[src/common/hss_pkg.sv]
package hss_pkg;

  // Internal conversion clock, in ns
  localparam int unsigned CLK_PERIOD_NS    = 5;
  localparam int unsigned TICK_PERIOD_NS   = 10000;
  localparam int unsigned TICK_CYCLES      = TICK_PERIOD_NS / CLK_PERIOD_NS;
  localparam logic [11:0] TICK_LAST        = 12'(TICK_CYCLES - 1);

  // Conversion sequence lengths, in internal ticks
  localparam logic [4:0]  TRIG_TICKS       = 5'h01;
  localparam logic [4:0]  AWAKE_TICKS      = 5'h0c;
  localparam logic [4:0]  UPDATE_TICKS     = 5'h01;
  localparam logic [4:0]  FREE_GAP_TICKS   = 5'h02;
  localparam logic [4:0]  PULSE_CONV_TICKS = 5'h0e;
  localparam logic [4:0]  FREE_CONV_TICKS  = 5'h10;

  // Code layout
  localparam int unsigned CODE_W           = 8;
  localparam logic [7:0]  CODE_MID         = 8'h80;
  localparam logic [7:0]  CODE_RESET       = 8'h80;

  typedef enum logic [2:0] {
    HSS_SLEEP,
    HSS_TRIG,
    HSS_AWAKE,
    HSS_UPDATE,
    HSS_GAP
  } hss_phase_t;

  // Signed field sample split into sign and magnitude
  typedef struct packed {
    logic       neg;
    logic [6:0] mag;
  } hss_field_t;

endpackage

[src/rtl/hss_quantizer.sv]
`timescale 1ns/10ps
`default_nettype none
module hss_quantizer
  import hss_pkg::*;
(
  // Field sample in
  input  wire hss_field_t      field,
  // Offset-binary code out
  output logic [CODE_W-1:0]   code
);

  // Zero field lands on midscale, just below goes one lower
  always_comb begin
    if (field.neg) begin
      code = CODE_MID - 8'h01 - {1'b0, field.mag};
    end else begin
      code = CODE_MID + {1'b0, field.mag};
    end
  end

endmodule // hss_quantizer
`default_nettype wire

[src/rtl/hss_sequencer.sv]
`timescale 1ns/10ps
`default_nettype none
module hss_sequencer
  import hss_pkg::*;
(
  // Clock and reset
  input  wire logic            clock,
  input  wire logic            sys_rst,
  // Enable pin, asynchronous to clock
  input  wire logic            enable_pin,
  input  wire logic            enable_pin_oe,
  // Field sample from the sensing front end
  input  wire hss_field_t      field,
  // Outputs
  output logic [CODE_W-1:0]    out_code,
  output logic                 front_end_awake,
  output logic                 update_strobe,
  output logic                 busy
);

  typedef struct packed {
    logic [1:0]        sync1;     // {pin level, pin driven}
    logic [1:0]        sync2;
    logic              en_prev;
    logic              free_run;
    hss_phase_t        phase;
    logic [11:0]       tick_cnt;
    logic [4:0]        step;
    logic [CODE_W-1:0] sample;
    logic [CODE_W-1:0] code;
    logic              strobe;
    logic [4:0]        conv_cnt;  // Ticks since the conversion began
  } hss_state_t;

  hss_state_t        st_reg;
  hss_state_t        st_next;
  logic              en_sync;
  logic              tick;
  logic [CODE_W-1:0] q_code;
  logic [4:0]        conv_ticks;

  hss_quantizer hss_quantizer_inst (
    .field (field),
    .code  (q_code)
  );

  // Pin level and drive flag pass two flops each before the gate, so no
  // logic sits ahead of the first flop. If both bits move in one cycle the
  // two synchronisers may resolve a cycle apart and show a one-cycle blip.
  // A pin nobody drives reads low, standing in for the internal pull-down.
  assign en_sync    = st_reg.sync2[1] & st_reg.sync2[0];
  assign tick       = (st_reg.tick_cnt == TICK_LAST);
  assign conv_ticks = st_reg.conv_cnt;

  // Next-state logic for the whole sequencer
  always_comb begin
    st_next          = st_reg;
    st_next.sync1    = {enable_pin, enable_pin_oe};
    st_next.sync2    = st_reg.sync1;
    st_next.en_prev  = en_sync;
    st_next.strobe   = 1'b0;
    st_next.tick_cnt = tick ? 12'h000 : st_reg.tick_cnt + 12'h001;
    // Length counter restarts in sleep and after each update strobe
    if (st_reg.phase == HSS_SLEEP || st_reg.strobe) begin
      st_next.conv_cnt = 5'h00;
    end else if (tick) begin
      st_next.conv_cnt = st_reg.conv_cnt + 5'h01;
    end
    unique case (st_reg.phase)
      HSS_SLEEP: begin
        // Rising edge starts one conversion; low keeps sleeping.
        // Edge detector resets low, matching the idle pin, so no false start
        st_next.tick_cnt = 12'h000;
        if (en_sync && !st_reg.en_prev) begin
          st_next.phase = HSS_TRIG;
          st_next.step  = 5'h00;
        end
      end
      HSS_TRIG: begin
        // Front end stays low power during trigger delay
        if (tick) begin
          st_next.step  = st_reg.step + 5'h01;
          if (st_reg.step + 5'h01 == TRIG_TICKS) begin
            st_next.phase = HSS_AWAKE;
            st_next.step  = 5'h00;
          end
        end
      end
      HSS_AWAKE: begin
        // Sample captured on the last awake tick
        if (tick) begin
          st_next.step = st_reg.step + 5'h01;
          if (st_reg.step + 5'h01 == AWAKE_TICKS) begin
            st_next.sample = q_code;
            st_next.phase  = HSS_UPDATE;
            st_next.step   = 5'h00;
          end
        end
      end
      HSS_UPDATE: begin
        // Output changes only here, so it holds otherwise
        if (tick) begin
          st_next.code   = st_reg.sample;
          st_next.strobe = 1'b1;
          // Pin still high at update time means free running continues
          if (en_sync) begin
            st_next.free_run = 1'b1;
            st_next.phase    = HSS_GAP;
            st_next.step     = 5'h00;
          end else begin
            st_next.free_run = 1'b0;
            st_next.phase    = HSS_SLEEP;
          end
        end
      end
      HSS_GAP: begin
        // Pads free-run conversions to sixteen ticks; a low pin here
        // drops straight back to sleep without waiting for a tick
        if (!en_sync) begin
          st_next.phase    = HSS_SLEEP;
          st_next.free_run = 1'b0;
        end else if (tick) begin
          st_next.step = st_reg.step + 5'h01;
          if (st_reg.step + 5'h01 == FREE_GAP_TICKS) begin
            st_next.phase = HSS_TRIG;
            st_next.step  = 5'h00;
          end
        end
      end
      default: begin
        st_next.phase = HSS_SLEEP;
      end
    endcase
    // Edges during TRIG/AWAKE/UPDATE are ignored by the case above
  end

  // State register
  always_ff @(posedge clock or posedge sys_rst) begin
    if (sys_rst) begin
      st_reg <= '{sync1: 2'h0, sync2: 2'h0, en_prev: 1'b0, free_run: 1'b0,
                 phase: HSS_SLEEP, tick_cnt: 12'h000, step: 5'h00,
                 sample: CODE_RESET, code: CODE_RESET, strobe: 1'b0,
                 conv_cnt: 5'h00};
    end else begin
      st_reg <= st_next;
    end
  end

  assign out_code        = st_reg.code;
  assign update_strobe   = st_reg.strobe;
  assign front_end_awake = (st_reg.phase == HSS_AWAKE);
  assign busy            = (st_reg.phase == HSS_TRIG) || (st_reg.phase == HSS_AWAKE)
                           || (st_reg.phase == HSS_UPDATE);
endmodule // hss_sequencer
`default_nettype wire

[config.mk]
export PLATFORM = sky130hd
export DESIGN_NAME = hss_sequencer
export DESIGN_NICKNAME = d
export VERILOG_FILES = /design/src/common/hss_pkg.sv /design/src/rtl/hss_quantizer.sv /design/src/rtl/hss_sequencer.sv
export SDC_FILE = /design/constraint.sdc
export NUM_CORES = 1
export LEC_CHECK = 0
export ABC_AREA = 0
export BUFFER_PORTS_ARGS = -buffer_cell sky130_fd_sc_hd__buf_2
export CAP_MARGIN = 20
export CORE_UTILIZATION = 45
export DETAILED_ROUTE_END_ITERATION = 10
export PLACE_DENSITY_LB_ADDON = 0.2
export SKIP_LAST_GASP = 1
export SYNTH_ARGS = -nofsm -noshare
export SYNTH_HDL_FRONTEND = slang
export SYNTH_SLANG_ARGS = --single-unit
[constraint.sdc]
create_clock -name clock -period 4.9 [get_ports clock]
set_input_delay 0.245 -clock clock [delete_from_list [all_inputs] [get_ports clock]]
set_output_delay 0.245 -clock clock [all_outputs]
set_load 0.01 [all_outputs]
### After elaboration in Yosys (flattened, before gate mapping)

Cells that the tools add are included.

| operators by class | value |
|---|---|
| bitwise gates (word level) | 1 |
| mux-type cells | 27 |
| reduce and logical (&&, ||, !) cells | 10 |
| add/sub/neg operators | 4 |
| equality and inequality tests | 19 |

Operators by type and width:

| kind | count |
|---|---|
| $mux 5 | 8 |
| $mux 3 | 10 |
| $mux 13 | 2 |
| $pmux 5 s5 | 1 |
| $mux 12 | 2 |
| $reduce_and 8->1 | 2 |
| $pmux 3 s5 | 1 |
| $add 12x1->12 const B | 1 |
| $eq 12x11->1 const B | 1 |
| $ne 2x2->1 const B | 6 |
| $add 8x7->8 const A | 1 |
| $mux 8 | 1 |
| $sub 7x7->8 const A | 1 |
| $eq 3x2->1 const B | 2 |
| $ne 2x1->1 const B | 3 |
| $ne 3x3->1 const B | 2 |
| $add 5x1->5 const B | 1 |
| $eq 5x1->1 const B | 1 |
| $eq 5x2->1 const B | 1 |
| $eq 5x4->1 const B | 1 |
| $reduce_bool 5->1 | 1 |
| $eq 3x1->1 const B | 1 |
| $eq 3x3->1 const B | 1 |
| $logic_not 3->1 | 1 |
| 7 further kinds | 9 |

| word-level totals | value |
|---|---|
| flip-flop bits (word level) | 42 |
| word-level logic and storage cells | 70 |
| input port bits | 12 |

### Logic depth before layout (Yosys ltp)

| depth | value |
|---|---|
| word-level depth | 6 |
| gate-level depth with buffers | 8 |

### Cells and area by module

A second synthesis with hierarchy kept.

| unflattened totals | value |
|---|---|
| cells, all modules | 207 |
| area, all modules | 2235.9 um2 |

Modules (own cells, without submodules):

| module | cells an instance | instances | area an instance (um2) |
|---|---|---|---|
| hss_sequencer | 198 | 1 | 2159.6 |
| hss_quantizer | 9 | 1 | 76.3 |

### Worst setup path before layout

Ideal clock, no wire load.

| path | value |
|---|---|
| path kind | register to register |
| start | register st_reg[32] (netlist name) |
| end | register st_reg[14] (netlist name) |
| data arrival time | 1687 ps |
| slack | 3094 ps |
| buffers on the path | 1 |
| stages on the path, launching flop included | 8 |
| required time | 4781 ps |
| cell sequence | dfrtp_1 -> or2_4 -> or4_4 -> nor2_4 -> nand2_2 -> buf_6 -> nand2_1 -> o21ai_2 |

| on the way | value |
|---|---|
| word-level cells in the longest chain between the ends | 2 |

Ends and longest elaborated chain:

| item | line | RTL |
|---|---|---|
| from (decl) | hss_sequencer.sv:35 | `hss_state_t st_reg;` |
| from (signal assigned) | hss_sequencer.sv:140 | `st_reg <= '{sync1: 2'h0, sync2: 2'h0, en_prev: 1'b0, free_run: 1'b0,` |
| from (signal assigned) | hss_sequencer.sv:145 | `st_reg <= st_next;` |
| $eq 12x11->1 | hss_sequencer.sv:52 | `assign tick = (st_reg.tick_cnt == TICK_LAST);` |
| $reduce_and 3->1 (no line) | n/a |  |

No other way between the ends.
A chain may end at the register's enable or synchronous reset.

### Worst setup path in the final report

| path | value |
|---|---|
| start | register st_reg[27] (netlist name) |
| end | register st_reg, in the netlist out_code[1] |

| on the way | value |
|---|---|
| word-level cells in the longest chain between the ends | 2 |

Ends and longest elaborated chain:

| item | line |
|---|---|
| $eq 12x11->1 | hss_sequencer.sv:52 |
| $reduce_and 2->1 (no line) | n/a |

No other way between the ends.

==> impl_metrics.tcl <==
set metrics [dict create \
    syn_avg_cell_area_um2 10.2 \
    syn_to_final_growth_pct 8.27 \
    drt-wirelength-per-cell_um 13.0 \
    status "finished, final reports clean" \
    layout-drive-gt1-share 0.241 \
    synth_edf_count 0 \
    timing.fmax_ghz 0.473 \
    slowest_delay_ps 490 \
    crit_arrival_ps 2290 \
    fin_setup_tns_ps 0 \
    cts_root_buf "clkbuf_8" \
    post-place-ws_ps 2750 \
    dieArea_um2 5130 \
    cp.buffers_inverters 0 \
    cts-resized-gates 0 \
    portBuffers 22 \
    antenna_found_initial 0 \
    power.internal_uw 524 \
    clk_latency_ps 290 \
    p_sw_uw 205 \
    path_delay_family "simple AND/OR/NAND/NOR gates" \
    grt_max_degree 43 \
    drtAntennaViolNets 0 \
    ys_seq_elements 42 \
    drt_iter0_markers 32 \
    ir_drop_mv 0.160 \
    hold_viol_final 0 \
    cts.sinks 42 \
    synthFlopType "dfrtp_1" \
    slew_headroom 0.655 \
    path_clk_slew_ps 80 \
    ys_types 51 \
    maxCapViolCount 0 \
    ios 23 \
    hold_path.startpoint "enable_pin" \
    period_share 0.431 \
    yosysTopAreaCell "dfrtp_1" \
    ctsHtreeMaxLevel 2 \
    wl_mm 3.64 \
    cp_cell_sequence "ha_1 > nand3_1 > nor4_1 > and3_1 > mux2_2" \
    reg2reg_depth 5 \
    cp_slowest_cell "and3_1" \
    worstReg2RegStart "st_reg[27]" \
    setup_ws_ps 2790 \
    die_w_um 71.6 \
    hold_buffers 0 \
    grt_overflow_total 0 \
    final_cell_mix "40 x dfrtp_1, 22 x nor2_1, 22 x buf_2, 15 x nand2_1, 12 x xnor2_1" \
    crit_required_ps 5080 \
    grt.met2_usage 0.254 \
    end_kind "flip-flop" \
    nets 244 \
    synth_cells 213 \
    dpl.hpwl_mm 2.58 \
    cts_tree "yes" \
    coreArea_um2 4500 \
    async_reset_ff_frac 1.00 \
    syn_area_um2 2180 \
    power.clock.fraction 0.316 \
    leakage_nw 1.12 \
    worstMarginPinSlew_ps 518 \
    rsz0062_at_grt "false" \
    drv_slew 0 \
    nFillCells 406 \
    p_per_area_nw_per_um2 309 \
    swShare 0.281 \
    crit_type "reg -> reg" \
    synthTopCellsByArea "dfrtp_1 46%, xnor2_1 4.8%, mux2_2 4.1%, nor2_1 3.8%, ha_1 2.9%" \
    ys_seq_area_frac 0.483 \
    grt_usage 0.160 \
    p_comb_frac 0.150 \
    largest_reg_flops 31 \
    drcViolationCount 0 \
    num_rows 24 \
    finalClockSkew_ps 2.78 \
    r2r-end "out_code[1]" \
    hold_path_depth 1 \
    initial_core_util 0.484 \
    report.final.setup_viol 0 \
    hp-class "in -> reg" \
    vias 1454 \
    fin_crit_ps 2110 \
    grt.busiest_layer "met2" \
    place_congestion 0.756 \
    reg2reg_slack_ps 2790 \
    cts_setup_buffers 0 \
    via_per_inst 5.19 \
    cts_buffer_depth 2 \
    layout_commonest_cell "dfrtp_1" \
    yosys_warnings 0 \
    grt_pass1_wl_mm 6.42 \
    p_seq_frac 0.534 \
    drt-pass1-iter-count 4 \
    grt_pass1_vias 1411 \
    startpoint_type "flip-flop" \
    syn-num-nets 230 \
    diodes 0 \
    cts_buffers 5 \
    die_y_um 71.6 \
    crit_fanout 9 \
    hold_path_end "st_next[45]" \
    yosysTopAreaCellShare 0.459 \
    use_met3 0.0338 \
    use_met1 0.221 \
]
power by group through the flow:
| stage | registers (mW) | logic, mW | clock network, mW |
|---|---|---|---|
| finish | 0.389 | 0.109 | 0.230 |
| global route | 0.392 | 0.125 | 0.250 |
| CTS | 0.389 | 0.111 | 0.242 |
| detailed placement | 0.396 | 0.111 | 0 |
| global placement | 0.395 | 0.111 | 0 |
| floorplan | 0.383 | 0.0921 | 0 |
synthesized netlist by cell type (2+ instances only):
| library cell | count |
|---|---|
| buf_4 | 8 |
| nor4_1 | 3 |
| mux2i_1 | 2 |
| dfstp_2 | 2 |
| xnor2_1 | 12 |
| nor3_1 | 3 |
| nand2b_1 | 3 |
| nand4_1 | 5 |
| ha_1 | 5 |
| clkbuf_1 | 3 |
| nor2b_1 | 4 |
| buf_2 | 3 |
| inv_1 | 6 |
| and3_1 | 2 |
| nand2_1 | 15 |
| nor2_1 | 22 |
| o21ai_0 | 7 |
| mux2_2 | 8 |
| nand3b_1 | 2 |
| xor2_1 | 7 |
| a21oi_1 | 7 |
| buf_1 | 2 |
| nand3_1 | 6 |
| o21ai_1 | 7 |
| dfrtp_1 | 40 |
| o21ai_2 | 2 |
| a31oi_1 | 3 |
area by class of cell:
| class | instances | area, um^2 | share of cell area |
|---|---|---|---|
| sequential | 42 | 1050 | 0.446 |
| multi-input combinational | 148 | 998 | 0.423 |
| clock inverter | 2 | 12.5 | 0.00530 |
| clock buffer | 6 | 82.6 | 0.0350 |
| timing repair buffer | 24 | 125 | 0.0530 |
| tap | 52 | 65.1 | 0.0276 |
| inverter | 6 | 22.5 | 0.00954 |
through the flow:
stage	area [um^2]	std cells	hold slack, ps	util	total power, mW
after detailed placement	2260	272	335	0.503	0.507
after floorplan	2180	213	276	-	0.475
final	2360	280	59.3	0.524	0.729
after global placement	2260	272	335	0.503	0.506
after global routing	2360	280	40.9	0.524	0.768
after CTS	2360	280	47.8	0.524	0.743
kinds of logic after synthesis:
kind of cell    share of synthesized area
simple gates                        0.193
flops                               0.483
compound gates                      0.110
buf+inv                            0.0586
xor+xnor                           0.0763
mux                                0.0505
fa+ha+maj                          0.0287
worst max-delay path by stage:
| stage | start | endpoint | slack (ps) | cells after the start |
|---|---|---|---|---|
| after floorplan | st_reg[32] | st_reg[14] | 3090 | 7 |
| after global placement | st_reg[27] | out_code[1] | 2800 | 5 |
| after detailed placement | st_reg[27] | out_code[2] | 2750 | 5 |
| after CTS | st_reg[27] | out_code[1] | 2740 | 5 |
| after global routing | st_reg[27] | out_code[1] | 2560 | 5 |
| final | st_reg[27] | out_code[1] | 2790 | 5 |
per-layer routing:
layer	vias to the layer above	routed length, um
met3	2	83
met4	0	15
met1	679	1810
met2	18	1730
met5	-	0
li1	755	-
Note: power is estimated with default switching activity, not from simulation.
